File: config.mk
export PLATFORM = sky130hd
export DESIGN_NAME = slm_monitor
export DESIGN_NICKNAME = d
export VERILOG_FILES = /design/src/logic/slm_pkg.sv /design/src/logic/slm_i2c_slave.sv /design/src/logic/slm_monitor.sv
export SDC_FILE = /design/constraint.sdc
export NUM_CORES = 1
export LEC_CHECK = 0
export BUFFER_PORTS_ARGS = -buffer_cell sky130_fd_sc_hd__buf_2
export CAP_MARGIN = 20
export CORE_MARGIN = 4
export CORE_UTILIZATION = 60
export DETAILED_ROUTE_END_ITERATION = 16
export PLACE_DENSITY = 0.86
export SYNTH_ARGS = -nofsm -noshare
export SYNTH_HDL_FRONTEND = slang
export SYNTH_SLANG_ARGS = --single-unit
export TNS_END_PERCENT = 5
File: constraint.sdc
create_clock -name core_clk -period 2.31 [get_ports core_clk]
set_clock_uncertainty 0.05 [all_clocks]
set_input_delay 0.462 -clock core_clk [delete_from_list [all_inputs] [get_ports core_clk]]
set_output_delay 0.462 -clock core_clk [all_outputs]
set_load 0.05 [all_outputs]
File: src/logic/slm_pkg.sv
/*
 Shared constants and types for the signal level monitor: register
 subaddresses, field positions, reset values, bus states and carriers.
 Assumes nothing beyond a SystemVerilog compiler.
*/
`default_nettype none

package slm_pkg;

   // Fixed upper six bits of the 7-bit bus address
   localparam logic [5:0] SLV_ADDR_HI = 6'h20;

   localparam logic [7:0] ADDR_CTRL = 8'h09;
   localparam logic [7:0] ADDR_LEVEL = 8'h36;
   localparam logic [7:0] ADDR_ACCESS = 8'h74;

   localparam int PDN_BIT = 3;
   localparam int STROBE_BIT = 4;
   localparam int TGT_MSB = 2;

   localparam logic [2:0] TGT_THRESH = 3'h1;
   localparam logic [2:0] TGT_MEASURE = 3'h7;

   localparam logic [7:0] CTRL_RST = 8'h00;
   localparam logic [7:0] LEVEL_RST = 8'h00;
   localparam logic [7:0] ACCESS_RST = 8'h00;
   localparam logic [7:0] THRESH_RST = 8'h00;

   localparam logic [7:0] THRESH_MAX = 8'h80;
   localparam logic [7:0] THRESH_FINE_TOP = 8'h3F;

   localparam logic [3:0] BITS_PER_BYTE = 4'h8;
   localparam logic [3:0] ACK_PHASE = 4'h9;

   typedef enum logic [2:0] {
      SLM_IDLE = 3'h0,
      SLM_DEV = 3'h1,
      SLM_SUB = 3'h3,
      SLM_WR = 3'h2,
      SLM_RD = 3'h6
   } slm_bus_state_t;

   typedef struct packed {
      logic strobe;
      logic [7:0] addr;
      logic [7:0] data;
   } slm_wr_t;

   function automatic logic slm_valid_sub(input logic [7:0] a);
      slm_valid_sub = (a == ADDR_CTRL) || (a == ADDR_LEVEL) ||
                      (a == ADDR_ACCESS);
   endfunction

   // Highest subaddress repeats once reached
   function automatic logic [7:0] slm_next_ptr(input logic [7:0] a);
      slm_next_ptr = (a == ADDR_ACCESS) ? a : a + 8'h01;
   endfunction

endpackage

`default_nettype wire

File: src/logic/slm_i2c_slave.sv
/*
 Two-wire bus slave for the signal level monitor: start/stop detection,
 device address match, subaddress with auto-increment, writes and reads.
 Assumes bus clock well below core_clk/8 and open-drain SDA resolved
 outside; sda_oe high pulls SDA low.
*/
`timescale 1ns/100ps
`default_nettype none

module slm_i2c_slave (
   input wire logic core_clk,
   input wire logic nrst,
   input wire logic scl_in,
   input wire logic sda_in,
   input wire logic addr_sel_in,
   input wire logic [7:0] rd_data,
   output logic [7:0] rd_addr,
   output slm_pkg::slm_wr_t wr,
   output logic sda_oe
);

   logic scl_m_reg, scl_s_reg, scl_d_reg;
   logic sda_m_reg, sda_s_reg, sda_d_reg;
   logic sel_m_reg, sel_s_reg;
   slm_pkg::slm_bus_state_t state_reg, state_next;
   logic [3:0] cnt_reg, cnt_next;
   logic [7:0] sh_reg, sh_next, tx_reg, tx_next, ptr_reg, ptr_next;
   logic oe_reg, oe_next;
   slm_pkg::slm_wr_t wr_reg, wr_next;
   logic rise, fall, start, stop;

   always_ff @(posedge core_clk or negedge nrst) begin
      if (!nrst) begin
         scl_m_reg <= 1'b1;
         scl_s_reg <= 1'b1;
         scl_d_reg <= 1'b1;
         sda_m_reg <= 1'b1;
         sda_s_reg <= 1'b1;
         sda_d_reg <= 1'b1;
         sel_m_reg <= 1'b0;
         sel_s_reg <= 1'b0;
      end else begin
         scl_m_reg <= scl_in;
         scl_s_reg <= scl_m_reg;
         scl_d_reg <= scl_s_reg;
         sda_m_reg <= sda_in;
         sda_s_reg <= sda_m_reg;
         sda_d_reg <= sda_s_reg;
         sel_m_reg <= addr_sel_in;
         sel_s_reg <= sel_m_reg;
      end
   end

   assign rise = scl_s_reg & ~scl_d_reg;
   assign fall = ~scl_s_reg & scl_d_reg;
   assign start = scl_s_reg & scl_d_reg & sda_d_reg & ~sda_s_reg;
   assign stop = scl_s_reg & scl_d_reg & ~sda_d_reg & sda_s_reg;

   always_comb begin
      state_next = state_reg;
      cnt_next = cnt_reg;
      sh_next = sh_reg;
      tx_next = tx_reg;
      ptr_next = ptr_reg;
      oe_next = oe_reg;
      wr_next = wr_reg;
      wr_next.strobe = 1'b0;
      // Start or stop anywhere drops the transfer in progress
      if (stop) begin
         state_next = slm_pkg::SLM_IDLE;
         oe_next = 1'b0;
      end else if (start) begin
         state_next = slm_pkg::SLM_DEV;
         cnt_next = 4'h0;
         oe_next = 1'b0;
      end else if (state_reg != slm_pkg::SLM_IDLE) begin
         if (rise) begin
            if (cnt_reg < slm_pkg::BITS_PER_BYTE) begin
               sh_next = {sh_reg[6:0], sda_s_reg};
               cnt_next = cnt_reg + 4'h1;
            end else if (state_reg == slm_pkg::SLM_RD && sda_s_reg) begin
               state_next = slm_pkg::SLM_IDLE;
            end
         end else if (fall) begin
            if (cnt_reg < slm_pkg::BITS_PER_BYTE) begin
               if (state_reg == slm_pkg::SLM_RD) begin
                  oe_next = ~tx_reg[7];
                  tx_next = {tx_reg[6:0], 1'b0};
               end
            end else if (cnt_reg == slm_pkg::BITS_PER_BYTE) begin
               cnt_next = slm_pkg::ACK_PHASE;
               oe_next = 1'b0;
               case (state_reg)
                  slm_pkg::SLM_DEV: begin
                     if (sh_reg[7:1] ==
                         {slm_pkg::SLV_ADDR_HI, sel_s_reg}) begin
                        oe_next = 1'b1;
                        state_next = sh_reg[0] ? slm_pkg::SLM_RD :
                                                 slm_pkg::SLM_SUB;
                     end else begin
                        state_next = slm_pkg::SLM_IDLE;
                     end
                  end
                  slm_pkg::SLM_SUB: begin
                     if (slm_pkg::slm_valid_sub(sh_reg)) begin
                        oe_next = 1'b1;
                        ptr_next = sh_reg;
                        state_next = slm_pkg::SLM_WR;
                     end else begin
                        state_next = slm_pkg::SLM_IDLE;
                     end
                  end
                  slm_pkg::SLM_WR: begin
                     oe_next = 1'b1;
                     wr_next.strobe = 1'b1;
                     wr_next.addr = ptr_reg;
                     wr_next.data = sh_reg;
                     ptr_next = slm_pkg::slm_next_ptr(ptr_reg);
                  end
                  default: begin
                  end
               endcase
            end else begin
               cnt_next = 4'h0;
               oe_next = 1'b0;
               if (state_reg == slm_pkg::SLM_RD) begin
                  oe_next = ~rd_data[7];
                  tx_next = {rd_data[6:0], 1'b0};
                  ptr_next = slm_pkg::slm_next_ptr(ptr_reg);
               end
            end
         end
      end
   end

   always_ff @(posedge core_clk or negedge nrst) begin
      if (!nrst) begin
         state_reg <= slm_pkg::SLM_IDLE;
         cnt_reg <= 4'h0;
         sh_reg <= 8'h00;
         tx_reg <= 8'h00;
         ptr_reg <= 8'h00;
         oe_reg <= 1'b0;
         wr_reg <= '0;
      end else begin
         state_reg <= state_next;
         cnt_reg <= cnt_next;
         sh_reg <= sh_next;
         tx_reg <= tx_next;
         ptr_reg <= ptr_next;
         oe_reg <= oe_next;
         wr_reg <= wr_next;
      end
   end

   assign rd_addr = ptr_reg;
   assign wr = wr_reg;
   assign sda_oe = oe_reg;

   stop_to_idle_a: assert property (@(posedge core_clk)
      disable iff (!nrst)
      stop |=> state_reg == slm_pkg::SLM_IDLE && !oe_reg)
      else $error("stop did not return bus to idle");

   wr_single_a: assert property (@(posedge core_clk)
      disable iff (!nrst)
      wr_reg.strobe |=> !wr_reg.strobe ##1 !wr_reg.strobe)
      else $error("write strobe longer than one cycle");

   bad_sub_nack_a: assert property (@(posedge core_clk)
      disable iff (!nrst)
      state_reg == slm_pkg::SLM_SUB && fall && !stop && !start &&
      cnt_reg == slm_pkg::BITS_PER_BYTE && !slm_pkg::slm_valid_sub(sh_reg)
      |=> !oe_reg && state_reg == slm_pkg::SLM_IDLE)
      else $error("invalid subaddress was acknowledged");

endmodule

`default_nettype wire

File: src/logic/slm_monitor.sv
/*
 Signal level monitor control: level registers behind the two-wire bus,
 threshold programming, single-shot amplitude capture and the hysteretic
 signal-absent flag.
 Assumes level_in is the digitized absolute peak-to-peak amplitude in mV
 from the analog front end, asynchronous and slowly changing.
*/
// Operation
// Flag sets below threshold, clears only at twice the threshold.
// Level measured absolutely; slice offset code never enters the compare.
// Monitor on after reset; control bit 3 at 0x9 powers it down.
// Threshold 0..128 mV taken from level value on strobe with target 1.
// Host writes 0x21, threshold, 0x31, 0x21 to program threshold.
// Threshold above 63 drops bit 0, giving 2 mV steps.
// Host writes 0x7, 0x17, 0x7 to take one measurement.
// Strobe falling with target 7 loads measured amplitude into level value.
// Level value changes only after low-high-low strobe at target 7; the code also loads it on a host write to 0x36.
// Two-wire bus: device address, subaddress, auto-incrementing data bytes.
// Level value reads last capture or last host write.
`timescale 1ns/100ps
`default_nettype none

module slm_monitor (
   input wire logic core_clk,
   input wire logic nrst,
   input wire logic scl_in,
   input wire logic sda_in,
   output logic sda_out,
   output logic sda_oe,
   input wire logic addr_sel_in,
   input wire logic [7:0] level_in,
   output logic signal_absent_flag,
   output logic monitor_powerdown,
   output logic [7:0] threshold_mv
);

   logic [7:0] ctrl_reg, ctrl_next;
   logic [7:0] level_value_reg, level_value_next;
   logic [7:0] level_access_control_reg, level_access_control_next;
   logic [7:0] thresh_reg, thresh_next;
   logic armed_reg, armed_next;
   logic flag_reg, flag_next;
   logic [7:0] lvl_m_reg, lvl_s_reg;
   logic [7:0] rd_addr, rd_data;
   slm_pkg::slm_wr_t wr;
   logic acc_wr, stb_rise, stb_fall, pdn;
   logic [2:0] tgt;

   // Coarse range keeps only even codes; anything above full scale clamps
   function automatic logic [7:0] slm_quantize(input logic [7:0] v);
      if (v > slm_pkg::THRESH_MAX) begin
         slm_quantize = slm_pkg::THRESH_MAX;
      end else if (v > slm_pkg::THRESH_FINE_TOP) begin
         slm_quantize = {v[7:1], 1'b0};
      end else begin
         slm_quantize = v;
      end
   endfunction

   slm_i2c_slave u_bus (
      .core_clk(core_clk),
      .nrst(nrst),
      .scl_in(scl_in),
      .sda_in(sda_in),
      .addr_sel_in(addr_sel_in),
      .rd_data(rd_data),
      .rd_addr(rd_addr),
      .wr(wr),
      .sda_oe(sda_oe)
   );

   // Multi-bit level is quasi-static; a torn sample only lasts one cycle
   always_ff @(posedge core_clk or negedge nrst) begin
      if (!nrst) begin
         lvl_m_reg <= 8'h00;
         lvl_s_reg <= 8'h00;
      end else begin
         lvl_m_reg <= level_in;
         lvl_s_reg <= lvl_m_reg;
      end
   end

   always_comb begin
      case (rd_addr)
         slm_pkg::ADDR_CTRL: rd_data = ctrl_reg;
         slm_pkg::ADDR_LEVEL: rd_data = level_value_reg;
         slm_pkg::ADDR_ACCESS: rd_data = level_access_control_reg;
         default: rd_data = 8'h00;
      endcase
   end

   assign pdn = ctrl_reg[slm_pkg::PDN_BIT];
   assign acc_wr = wr.strobe && wr.addr == slm_pkg::ADDR_ACCESS;
   assign tgt = wr.data[slm_pkg::TGT_MSB:0];
   assign stb_rise = acc_wr &&
                     !level_access_control_reg[slm_pkg::STROBE_BIT] &&
                     wr.data[slm_pkg::STROBE_BIT];
   assign stb_fall = acc_wr &&
                     level_access_control_reg[slm_pkg::STROBE_BIT] &&
                     !wr.data[slm_pkg::STROBE_BIT];

   always_comb begin
      ctrl_next = ctrl_reg;
      level_value_next = level_value_reg;
      level_access_control_next = level_access_control_reg;
      thresh_next = thresh_reg;
      armed_next = armed_reg;
      if (wr.strobe && wr.addr == slm_pkg::ADDR_CTRL) begin
         ctrl_next = wr.data;
      end
      if (wr.strobe && wr.addr == slm_pkg::ADDR_LEVEL) begin
         level_value_next = wr.data;
      end
      if (acc_wr) begin
         level_access_control_next = wr.data;
         // Target must stay 7 from the rising strobe write through the falling one
         if (tgt != slm_pkg::TGT_MEASURE) begin
            armed_next = 1'b0;
         end else if (stb_rise) begin
            armed_next = 1'b1;
         end
         if (stb_rise && tgt == slm_pkg::TGT_THRESH) begin
            thresh_next = slm_quantize(level_value_reg); // see R4
         end
         if (stb_fall && tgt == slm_pkg::TGT_MEASURE && armed_reg) begin
            // A powered-down monitor has no amplitude to report
            level_value_next = pdn ? 8'h00 : lvl_s_reg; // see R8
            armed_next = 1'b0;
         end
      end
   end

   // Absolute level only: no slice code reaches this compare
   always_comb begin
      flag_next = flag_reg;
      if (pdn) begin
         flag_next = 1'b0;
      end else if (!flag_reg && lvl_s_reg < thresh_reg) begin
         flag_next = 1'b1;
      end else if (flag_reg && {1'b0, lvl_s_reg} >= {thresh_reg, 1'b0}) begin
         flag_next = 1'b0;
      end
   end

   always_ff @(posedge core_clk or negedge nrst) begin
      if (!nrst) begin
         ctrl_reg <= slm_pkg::CTRL_RST;
         level_value_reg <= slm_pkg::LEVEL_RST;
         level_access_control_reg <= slm_pkg::ACCESS_RST;
         thresh_reg <= slm_pkg::THRESH_RST;
         armed_reg <= 1'b0;
         flag_reg <= 1'b0;
      end else begin
         ctrl_reg <= ctrl_next;
         level_value_reg <= level_value_next;
         level_access_control_reg <= level_access_control_next;
         thresh_reg <= thresh_next;
         armed_reg <= armed_next;
         flag_reg <= flag_next;
      end
   end

   assign sda_out = 1'b0;
   assign signal_absent_flag = flag_reg;
   assign monitor_powerdown = ctrl_reg[slm_pkg::PDN_BIT];
   assign threshold_mv = thresh_reg;

   thresh_capture_a: assert property (@(posedge core_clk)
      disable iff (!nrst)
      stb_rise && tgt == slm_pkg::TGT_THRESH
      |=> thresh_reg == slm_quantize($past(level_value_reg)))
      else $error("threshold not captured on strobe");

   thresh_hold_a: assert property (@(posedge core_clk)
      disable iff (!nrst)
      !(stb_rise && tgt == slm_pkg::TGT_THRESH) |=> $stable(thresh_reg))
      else $error("threshold changed without strobe");

   coarse_step_a: assert property (@(posedge core_clk)
      disable iff (!nrst)
      thresh_reg > slm_pkg::THRESH_FINE_TOP
      |-> !thresh_reg[0] && thresh_reg <= slm_pkg::THRESH_MAX)
      else $error("coarse threshold has odd code or exceeds range");

   meas_load_a: assert property (@(posedge core_clk)
      disable iff (!nrst)
      stb_fall && tgt == slm_pkg::TGT_MEASURE && armed_reg && !pdn
      |=> level_value_reg == $past(lvl_s_reg))
      else $error("measurement not loaded on strobe fall");

   level_stable_a: assert property (@(posedge core_clk)
      disable iff (!nrst)
      !(wr.strobe && wr.addr == slm_pkg::ADDR_LEVEL) &&
      !(stb_fall && armed_reg && tgt == slm_pkg::TGT_MEASURE)
      |=> $stable(level_value_reg))
      else $error("level value changed without cause");

   flag_set_a: assert property (@(posedge core_clk)
      disable iff (!nrst)
      !pdn && !flag_reg && lvl_s_reg < thresh_reg |=> flag_reg)
      else $error("flag did not set below threshold");

   flag_hyst_a: assert property (@(posedge core_clk)
      disable iff (!nrst)
      !pdn && flag_reg && {1'b0, lvl_s_reg} < {thresh_reg, 1'b0}
      |=> flag_reg)
      else $error("flag cleared below twice the threshold");

   flag_clear_a: assert property (@(posedge core_clk)
      disable iff (!nrst)
      !pdn && flag_reg && {1'b0, lvl_s_reg} >= {thresh_reg, 1'b0}
      |=> !flag_reg)
      else $error("flag stuck at twice the threshold");

   pdn_flag_a: assert property (@(posedge core_clk)
      disable iff (!nrst)
      pdn |=> !flag_reg)
      else $error("flag active while powered down");

endmodule

`default_nettype wire

### Word-level counts from Yosys, hierarchy flattened

Cells that the tools add are included.

| operators by class | value |
|---|---|
| $add $sub $neg | 2 |
| order comparisons | 5 |
| equality and inequality tests | 28 |
| multiplexer cells | 62 |
| bitwise logic cells | 17 |
| reductions and logical operators | 38 |

Operator list:

| cell | count |
|---|---|
| 17-bit 2-to-1 mux | 8 |
| 8-bit 2-to-1 mux | 13 |
| 3-bit 2-to-1 mux | 11 |
| 4-bit 2-to-1 mux | 7 |
| 8-bit by 4-bit equality test with 1-bit output, second input constant | 3 |
| 8-bit by 6-bit equality test with 1-bit output, second input constant | 3 |
| 8-bit by 7-bit equality test with 1-bit output, second input constant | 3 |
| 8-bit one-hot mux with 3 select lines | 1 |
| 1-bit 2-to-1 mux | 18 |
| 3-bit nonzero test | 6 |
| 8-bit one-hot mux with 2 select lines | 1 |
| 3-bit != test, second input constant | 5 |
| 7-bit AND reduction | 2 |
| 1-bit logical AND | 13 |
| 4-bit != test, second input constant | 3 |
| 1-bit inverter | 10 |
| 5-bit AND reduction | 2 |
| 8-bit by 9-bit greater-or-equal comparator with 1-bit output | 1 |
| 9-bit AND reduction | 1 |
| 8-bit by 1-bit adder with 8-bit output, second input constant | 1 |
| 8-bit by 6-bit > comparator with 1-bit output, second input constant | 1 |
| 8-bit > comparator, second input constant | 1 |
| 8-bit < comparator | 1 |
| 8-bit AND reduction | 1 |
| 21 further kinds | 36 |

| storage, ports and cells | value |
|---|---|
| bits in registers | 107 |

### Longest topological paths before layout

Gate-level depths: netlist of run 1.

| depth | value |
|---|---|
| depth after elaboration | 12 |
| gate-level depth with buffers | 9 |
| depth with buffers taken out | 8 |

### Cells and area by module

From an unflattened synthesis of run 1, not the netlist that was laid out.

| second synthesis, totals | value |
|---|---|
| cells, all modules | 471 |
| area, all modules | 5303.8 µm² |

By module, submodules not included:

| module | times used | cells each | area an instance (µm²) |
|---|---|---|---|
| slm_i2c_slave | 1 | 265 | 2885.3 |
| slm_monitor | 1 | 206 | 2418.6 |

### Worst setup path before layout of run 1

No wires, ideal clock.

| timing path | value |
|---|---|
| kind | register -> register |
| start | register u_bus.scl_d_reg |
| end | register u_bus.wr_reg, in the netlist u_bus.wr[10] |
| data arrival time | 1.913 ns |
| data required time | 2.135 ns |
| path slack | 0.222 ns |
| cell stages (with the launch flop) | 8 |
| path buffers | 1 |
| cells stage by stage | dfstp_2 > inv_1 > ha_1 > nand3b_1 > a211oi_2 > nand3_2 > buf_4 > mux2_2 |

| on the way | value |
|---|---|
| longest elaborated chain between the ends | 5 |

RTL lines:

| element | line | source |
|---|---|---|
| start, declared | slm_i2c_slave.sv:22 | `logic scl_m_reg, scl_s_reg, scl_d_reg;` |
| start signal, assigned | slm_i2c_slave.sv:45 | `scl_d_reg <= scl_s_reg;` |
| 1-bit AND | slm_i2c_slave.sv:56, slm_i2c_slave.sv:57 |  |
| 1-bit AND, on equally long branches (2 in series) | slm_i2c_slave.sv:56, slm_i2c_slave.sv:57 |  |
| 1-bit inverter (no source line) | - |  |
| 8-bit AND reduction (no source line) * | - |  |
| end signal, assigned | slm_i2c_slave.sv:152 | `wr_reg <= wr_next;` |
| end, declared | slm_i2c_slave.sv:29 | `slm_pkg::slm_wr_t wr_reg, wr_next;` |

Mark *: on every way between the ends. The rest lies on a longest branch, timed or not.
A chain may end at the register's enable or synchronous reset.

### Final worst setup path of run 1

| timing path | value |
|---|---|
| start | register u_bus.cnt_reg[0] |
| end | register u_bus.ptr_reg[0] (netlist: u_bus.rd_addr[0]) |

| on the way | value |
|---|---|
| longest elaborated chain between the ends | 3 |

RTL lines:

| element | line | source |
|---|---|---|
| start, declared | slm_i2c_slave.sv:26 | `logic [3:0] cnt_reg, cnt_next;` |
| start signal, assigned | slm_i2c_slave.sv:147 | `cnt_reg <= cnt_next;` |
| 4-bit < comparator or 4-bit equality test (tied branches) | slm_i2c_slave.sv:85, slm_i2c_slave.sv:90 |  |
| 1-bit inverter (no source line) (tied with other cells) | - |  |
| 9-bit AND reduction (no source line) | - |  |
| end signal, assigned | slm_i2c_slave.sv:150 | `ptr_reg <= ptr_next;` |
| end, declared | slm_i2c_slave.sv:27 | `logic [7:0] sh_reg, sh_next, tx_reg, tx_next, ptr_reg, ptr_next;` |

Several ways; a longest one is shown, not always the timed one.

==> results of run 1 <==
[metrics by stage]
step           hold WS (ns)  util (%)  setup slack (ns)
2_1_floorplan         0.116         -             0.222
3_3_place_gp          0.284      65.9             0.174
3_5_place_dp          0.285      65.9            0.0667
4_1_cts               0.108      68.3            0.0458
5_1_grt              0.0928      68.4       -0.00000488
6_report              0.122      68.4             0.160
[worst paths after layout]
path	cells past startpoint	slack [ns]	endpoint
min in group asynchronous	2	0.50	threshold_mv[1]
min reg2reg	0	0.30	lvl_s_reg[4]
max reg2reg	8	0.16	u_bus.rd_addr[0]
max	8	0.16	u_bus.rd_addr[0]
min	1	0.12	u_bus.scl_m_reg
max in group asynchronous	3	1.00	u_bus.scl_d_reg
[cell usage after synthesis, types with 3 or more instances]
library cell	number
nand3_1	10
nand4b_1	4
a211oi_1	4
dfrtp_1	100
nor2_1	18
nand3b_1	5
nor4b_1	4
inv_1	26
buf_4	3
mux2_2	42
nand2_1	31
nor2b_1	3
clkbuf_1	9
nand4_1	3
ha_1	23
buf_2	3
o21ai_1	4
a22oi_1	4
nor3_1	4
o22ai_1	6
o21ai_0	19
mux2i_1	8
a21oi_1	42
a21o_1	6
nand2b_1	9
dfstp_2	6
a222oi_1	7
and3_1	5
[final cells by class]
cell class | count | area, µm² | share of cell area [%]
Timing Repair Buffer | 42 | 275 | 4.85
Clock inverter | 5 | 43.8 | 0.771
Multi-Input combinational cell | 309 | 2310 | 40.8
Sequential cell | 106 | 2660 | 46.8
Tap cell | 105 | 131 | 2.31
Clock buffer | 11 | 151 | 2.67
Inverter | 27 | 101 | 1.78
[per-layer routing]
metal,wire length [µm],part of all wire (%),up-vias
met1,4620,42,1904
li1,-,-,1742
met5,0,0,-
met4,204,1.9,0
met2,5600,51,91
met3,517,4.7,24
[report_power, final]
part	internal (mW)	switching, mW
logic	0.230	0.260
clock network	0.465	0.647
registers	1.96	0.151
total	2.65	1.06
[critical path, delay by kind of cell, from the launching register on]
kind                       cells  cell delay [ns]
and+or+nand+nor                3             0.61
DFF                            1             0.43
AOI/OAI and AO/OA              2             0.38
muxes                          1             0.36
adders and majority gates      1             0.17
buffers and inverters          1             0.09
[timing repair]
action | CTS | global route
hold buffers | 1 | 0
hold endpoints to repair | 28 | 0
gates resized for setup | 0 | 2
endpoints found under the setup margin | 0 | 8
[kinds of logic (layout without fill, tap and decap cells)]
group,Yosys count,in the layout
other,1,1
muxes,50,50
and+or+nand+nor,116,116
adders and majority gates,23,23
AOI/OAI and AO/OA,116,116
DFF,106,106
xor gates and xnor gates,3,3
buffers and inverters,44,85
==> impl_metrics.csv, run 1 <==
group,metric,value,unit
run_status,status,"finished clean",
layout,final_net_count,531,
timing,slew_headroom,63.8,%
place,numPortBuffers,23,
global_route,grt_first_pass_wirelength,18.7,mm
layout,area_growth,10.1,%
timing,finalSetupTns,0,ns
global_route,grt.busiest_layer,"met2",
logic_synthesis,yosys.area_share.adder,5.58,%
die,ios,25,
global_route,grt.total_usage,23.4,%
global_route,antenna_found_initial,0,
layout,largest_reg_flops,17,
die,core-area,8300,µm²
global_route,grt-ovfl-total,0,
logic_synthesis,ys_seq_area_share,51.6,%
die,die_x,101,µm
global_route,use_met2,38.9,%
logic_synthesis,syn_nets,495,
clocking,clk_pin_slew,0.10,ns
critical_path,crit_start,"u_bus.cnt_reg[0]",
timing,setup_violations,0,
place,dpl.cell_count,588,
logic_synthesis,synth_compound_area_share,14.8,%
logic_synthesis,synth-simple-area-share,13.0,%
logic_synthesis,synth_ff_type,"dfrtp_1",
power_and_ir_drop,leakage,2.62,nW
timing,period_minus_slack,2.15,ns
timing,fmax,465,MHz
clocking,clockBufferDepth,2,
die,rows,33,
power_and_ir_drop,p_per_area,654,nW/µm²
critical_path,required,2.55,ns
critical_path,path_class,"reg2reg",
route,dr.pass1.iters,4,
clocking,cts_setup_buffers,0,
hold_path,worstHoldStart,"scl_in",
global_route,grt_max_degree,44,
layout,n_fill_cell,592,
route,viasPerCell,6.22,
timing,slew_violations,0,
place,gp_congestion,0.843,
logic_synthesis,ys_warn_count,0,
logic_synthesis,avgSynthCellArea,11.2,µm²
logic_synthesis,synthXorXnorAreaFrac,0.510,%
place,hpwl,7.95,mm
route,first_iter_violations,223,
timing,rsz0062_at_grt,"yes",
clocking,root_buffer,"clkbuf_8",
critical_path,cp-end-kind,"flip-flop",
timing,tightest_slew,0.543,ns
critical_path,crit_fanout,10,
layout,final_cell_mix,"100 x dfrtp_1, 42 x a21oi_1, 42 x mux2_2",
logic_synthesis,ys_types,72,
logic_synthesis,synthTopCellsByArea,"dfrtp_1 49%, mux2_2 9.2%, ha_1 5.6%, a21oi_1 4.1%, dfstp_2 3.1%",
logic_synthesis,synth_top_family_by_area,"compound AO/OA/AOI/OAI gates",
timing,finalHoldViolations,0,
route,vias,3761,
route,detail-route-antenna-nets,0,
critical_path,slowest_stage,"dfrtp_1",
logic_synthesis,yosysTopAreaCell,"dfrtp_1",
layout,final_cells,605,
clocking,cts.sinks,106,
clocking,insertion_delay,0.37,ns
power_and_ir_drop,ir_drop,0.000584,V
logic_synthesis,synth_top_cell_area_share,48.5,%
layout,final_area,5680,µm²
place,placed_area,5470,µm²
global_route,use_met1,31.2,%
logic_synthesis,syn_area,5160,µm²
hold_path,hp-class,"in2reg",
critical_path,path_cells,"inv_1 -> ha_1 -> nor2b_1 -> mux2_2 -> a41oi_1 -> and2_2 -> nand2_2 -> a22oi_2",
critical_path,r2r_start,"u_bus.cnt_reg[0]",
global_route,use_met3,4.64,%
logic_synthesis,synth-edff-count,0,
logic_synthesis,async_flop_share,100,%
logic_synthesis,netlist_instances,459,
critical_path,slowest_delay,0.43,ns
die,dieArea,10100,µm²
logic_synthesis,ys_ff_latch,106,
global_route,grt_pass1_vias,3862,
die,initial_core_util,62.1,%
power_and_ir_drop,power,3.71,mW
logic_synthesis,muxShareOfSynthArea,10.7,%
route,drc,0,
critical_path,arrival,2.39,ns
route,routed_wl,10.9,mm
clocking,cts_made_buffers,9,
die,die_y,101,µm
job,cap_viol_max_count,0,
timing,fin_crit_sh,93.1,%
clocking,h-tree-depth,3,
route,wl_per_cell,18.1,µm
layout,n_antenna_cell,0,
layout,layout_commonest_cell,"dfrtp_1",
critical_path,critPathLaunchType,"flip-flop",
clocking,cts_tree,"built",
layout,layout-drive-gt1-share,24.0,%
Note: power is estimated with default switching activity, not from simulation.
==> inputs of run 2 (changes only) <==
RECOVER_POWER = 50   (was not set)
==> impl_metrics.csv, run 2 (synthesis gave the netlist of run 1 again) <==
group,metric,value,unit
die,ios,25,
die,rows,33,
power_and_ir_drop,ir_drop,0.000580,V
timing,period_minus_slack,2.16,ns
place,numPortBuffers,23,
clocking,cts_made_buffers,9,
critical_path,path_cells,"ha_1 -> buf_4 -> o2111ai_1 -> nor2_2 -> mux2_2",
clocking,insertion_delay,0.37,ns
clocking,cts_tree,"built",
place,placed_area,5470,µm²
layout,final_area,5660,µm²
route,first_iter_violations,240,
critical_path,crit_buf_inv,1,
die,dieArea,10100,µm²
clocking,root_buffer,"clkbuf_8",
global_route,grt.total_usage,23.4,%
die,core-area,8300,µm²
global_route,grt_max_degree,44,
layout,n_fill_cell,594,
global_route,grt-ovfl-total,0,
layout,layout-drive-gt1-share,23.4,%
route,detail-route-antenna-nets,0,
timing,slew_headroom,50.7,%
critical_path,critPathLaunchType,"flip-flop",
critical_path,crit_fanout,14,
clocking,cts.sinks,106,
route,drc,0,
layout,final_cell_mix,"100 x dfrtp_1, 42 x a21oi_1, 42 x mux2_2",
route,wl_per_cell,18.0,µm
route,dr.pass1.iters,7,
layout,largest_reg_flops,17,
die,die_x,101,µm
layout,final_net_count,531,
timing,finalWorstSetupSlack,0.152,ns
clocking,clk_pin_slew,0.10,ns
layout,n_antenna_cell,0,
route,vias,3757,
critical_path,critPathTopFamily,"flip-flops",
route,viasPerCell,6.21,
layout,post-route-util,68.2,%
timing,fmax,463,MHz
timing,finalHoldViolations,0,
critical_path,arrival,2.36,ns
clocking,clockBufferDepth,2,
hold_path,hp-class,"in2reg",
layout,layout_commonest_cell,"dfrtp_1",
die,initial_core_util,62.1,%
place,gp_congestion,0.843,
critical_path,slowest_stage,"dfstp_1",
global_route,grt_first_pass_wirelength,18.7,mm
timing,setup_violations,0,
layout,area_growth,9.71,%
timing,rsz0062_at_grt,"yes",
timing,tightest_slew,0.739,ns
job,cap_viol_max_count,0,
die,die_y,101,µm
clocking,h-tree-depth,3,
critical_path,path_class,"reg2reg",
place,hpwl,7.95,mm
global_route,antenna_found_initial,0,
global_route,grt_pass1_vias,3862,
power_and_ir_drop,p_per_area,654,nW/µm²
timing,slew_violations,0,
critical_path,slowest_delay,0.59,ns
place,place_ws,0.0667,ns
clocking,cts_setup_buffers,0,
critical_path,required,2.51,ns
run_status,status,"finished clean",
power_and_ir_drop,leakage,2.61,nW
route,routed_wl,10.9,mm
critical_path,cp-end-kind,"flip-flop",
timing,fin_crit_sh,93.4,%
[run 2: cell types whose count changed in the layout (fill, tap and decap cells not counted), sizes merged]
cell / before / now
clkbuf: 11 / 15
buf: 41 / 37
[run 2: worst paths after layout]
kind	end	from	slack [ns]	depth (start not counted)
max	u_bus.sh_reg[6]	u_bus.scl_s_reg	0.15	5
max reg2reg	u_bus.sh_reg[6]	u_bus.scl_s_reg	0.15	5
min reg2reg	lvl_s_reg[4]	lvl_m_reg[4]	0.30	0
min in group asynchronous	threshold_mv[1]	nrst	0.62	2
min	u_bus.scl_m_reg	scl_in	0.13	1
max in group asynchronous	u_bus.wr[5]	nrst	0.46	3
[run 2: repair_timing]
action,CTS,global route
setup endpoints to repair,0,8
resized for setup,0,2
endpoints found under the hold margin,28,0
hold buffers,1,0
[run 2: routing by layer]
| layer | up-vias | track usage [%] | part of all wire [%] |
|---|---|---|---|
| li1 | 1745 | - | - |
| met1 | 1920 | 31.2 | 43 |
| met2 | 76 | 38.9 | 51 |
| met3 | 16 | 4.64 | 4.2 |
| met4 | 0 | 6.84 | 1.5 |
| met5 | - | 0 | 0 |
[run 2: per-stage QoR]
| stage | total power [mW] | instances | hold slack (ns) | setup TNS (ns) |
|---|---|---|---|---|
| after CTS | 3.72 | 605 | 0.108 | 0 |
| after floorplan | 2.41 | 459 | 0.116 | 0 |
| final | 3.70 | 605 | 0.126 | 0 |
| after global routing | 3.87 | 605 | 0.0929 | -0.0000651 |
| after global placement | 2.59 | 588 | 0.284 | 0 |
| after detailed placement | 2.62 | 588 | 0.285 | 0 |
[run 2: power breakdown]
part	switching (mW)	total [mW]	leakage (nW)	internal (mW)
clock network	0.643	1.11	0.101	0.465
logic	0.260	0.485	1.10	0.225
registers	0.150	2.11	1.40	1.96
[run 2: area by class of cell]
cell class / count / area [µm²] / share of cell area [%]
flip-flops and latches: 106 / 2660 / 47.0
multi-input cells: 309 / 2310 / 40.9
repair buffers: 42 / 254 / 4.49
clock buffers: 11 / 151 / 2.68
well taps: 105 / 131 / 2.32
inverters: 27 / 101 / 1.79
clock inverters: 5 / 43.8 / 0.774
==> inputs of run 3 (changes only) <==
CELL_PAD_IN_SITES_DETAIL_PLACEMENT = 1   (was not set)
CELL_PAD_IN_SITES_GLOBAL_PLACEMENT = 1   (was not set)
CORE_UTILIZATION = 51   (was 60)
CTS_BUF_LIST = sky130_fd_sc_hd__clkbuf_4   (was not set)
PLACE_DENSITY = 0.89   (was 0.86)
==> impl_metrics.csv, run 3 (synthesis gave the netlist of run 1 again) <==
group,metric,value,unit
layout,final_area,5760,µm²
timing,slew_headroom,39.1,%
timing,rsz0062_at_grt,"yes",
critical_path,required,2.68,ns
critical_path,crit_fanout,10,
route,vias,3867,
clocking,cts_tree,"built",
place,place_ws,0.0933,ns
place,hpwl,9.50,mm
layout,final_net_count,540,
timing,finalHoldViolations,0,
layout,largest_reg_flops,17,
route,first_iter_violations,204,
clocking,root_buffer,"clkbuf_4",
clocking,insertion_delay,0.48,ns
power_and_ir_drop,leakage,2.63,nW
layout,layout_commonest_cell,"dfrtp_1",
route,dr.pass1.iters,4,
layout,area_growth,11.7,%
clocking,clockBufferDepth,2,
critical_path,critPathLaunchType,"flip-flop",
layout,post-route-util,58.6,%
die,initial_core_util,52.5,%
die,die_y,109,µm
clocking,cts_made_buffers,9,
layout,regArea,2660,µm²
global_route,grt_first_pass_wirelength,22.0,mm
global_route,grt_pass1_vias,4265,
hold_path,hp-class,"in2reg",
timing,slew_violations,0,
critical_path,cp-end-kind,"flip-flop",
place,gp_congestion,0.875,
power_and_ir_drop,power,3.58,mW
route,drc,0,
timing,period_minus_slack,2.20,ns
power_and_ir_drop,ir_drop,0.000490,V
global_route,antenna_found_initial,1,
route,wl_per_cell,20.6,µm
clocking,h-tree-depth,3,
job,cap_viol_max_count,0,
run_status,status,"finished clean",
critical_path,path_class,"reg2reg",
die,die_x,109,µm
power_and_ir_drop,p_per_area,622,nW/µm²
timing,finalWorstSetupSlack,0.110,ns
critical_path,arrival,2.57,ns
place,placed_area,5530,µm²
global_route,grt-ovfl-total,0,
die,core-area,9820,µm²
layout,layout-drive-gt1-share,23.2,%
place,numPortBuffers,23,
route,detail-route-antenna-nets,0,
layout,multiInputGateArea,2320,µm²
global_route,grt.total_usage,24.3,%
layout,final_cell_mix,"100 x dfrtp_1, 42 x a21oi_1, 42 x mux2_2",
die,rows,36,
timing,finalSetupTns,0,ns
clocking,cts_setup_buffers,0,
timing,fmax,454,MHz
clocking,cts.sinks,106,
timing,tightest_slew,0.913,ns
route,viasPerCell,6.01,
timing,setup_violations,0,
layout,n_fill_cell,1077,
route,routed_wl,13.3,mm
die,ios,25,
die,dieArea,11800,µm²
global_route,grt_max_degree,39,
clocking,clk_pin_slew,0.16,ns
timing,fin_crit_sh,95.3,%
run 3: cell types whose count changed in the layout (fill, tap and decap cells not counted), sizes merged:
cell	before	now
dlygate4sd3	1	10
clkbuf	15	11
buf	37	39
clkinvlp	0	2
bufinv	0	1
diode	0	1
inv	28	27
run 3: metal layers:
layer | global-route usage (%) | vias to the layer above | share of wire [%]
met5 | 0 | - | 0
met4 | 8.48 | 0 | 2.1
met3 | 4.24 | 27 | 3.5
met2 | 42.4 | 73 | 52
met1 | 30.3 | 2002 | 42
li1 | - | 1765 | -
run 3: area by class of cell:
| cell class | count | area share (%) |
|---|---|---|
| flip-flops and latches | 106 | 46.2 |
| multi-input cells | 309 | 40.2 |
| repair buffers | 51 | 6.52 |
| well taps | 133 | 2.89 |
| inverters | 27 | 1.76 |
| clock inverters | 7 | 1.20 |
| clock buffers | 9 | 1.17 |
| diodes | 1 | 0.0435 |
run 3: stage by stage:
step,hold WS [ns],std cells
2_1_floorplan,0.116,459
3_3_place_gp,0.282,616
3_5_place_dp,0.286,616
4_1_cts,0.000879,640
5_1_grt,0.00541,643
6_report,0.0255,643
run 3: worst paths after layout:
path	slack, ns	cells after the start	startpoint	endpoint
min in group asynchronous	0.60	2	nrst	lvl_s_reg[5]
max in group asynchronous	0.45	3	nrst	u_bus.tx_reg[1]
hold reg to reg	0.32	0	u_bus.sel_m_reg	u_bus.sel_s_reg
setup / recovery	0.11	9	u_bus.cnt_reg[0]	u_bus.rd_addr[0]
setup reg to reg	0.11	9	u_bus.cnt_reg[0]	u_bus.rd_addr[0]
hold / removal	0.03	1	addr_sel_in	u_bus.sel_m_reg
run 3: timing repair:
action	in CTS	in global routing
hold buffers	8	2
hold endpoints to repair	40	2
gates resized for setup	0	2
endpoints found under the setup margin	0	10
run 3: worst max-delay path: stages, from the launching register on:
cell and delay [ns]:
dfrtp_1 0.46, inv_1 0.10, ha_1 0.19, nor2b_2 0.19
mux2_2 0.36, a41oi_1 0.20, and2_1 0.22, buf_12 0.14
nand2_2 0.06, a22oi_2 0.17
run 3: power breakdown:
part / switching, mW / internal [mW]
combinational: 0.269 / 0.232
clock: 0.628 / 0.328
sequential: 0.166 / 1.96
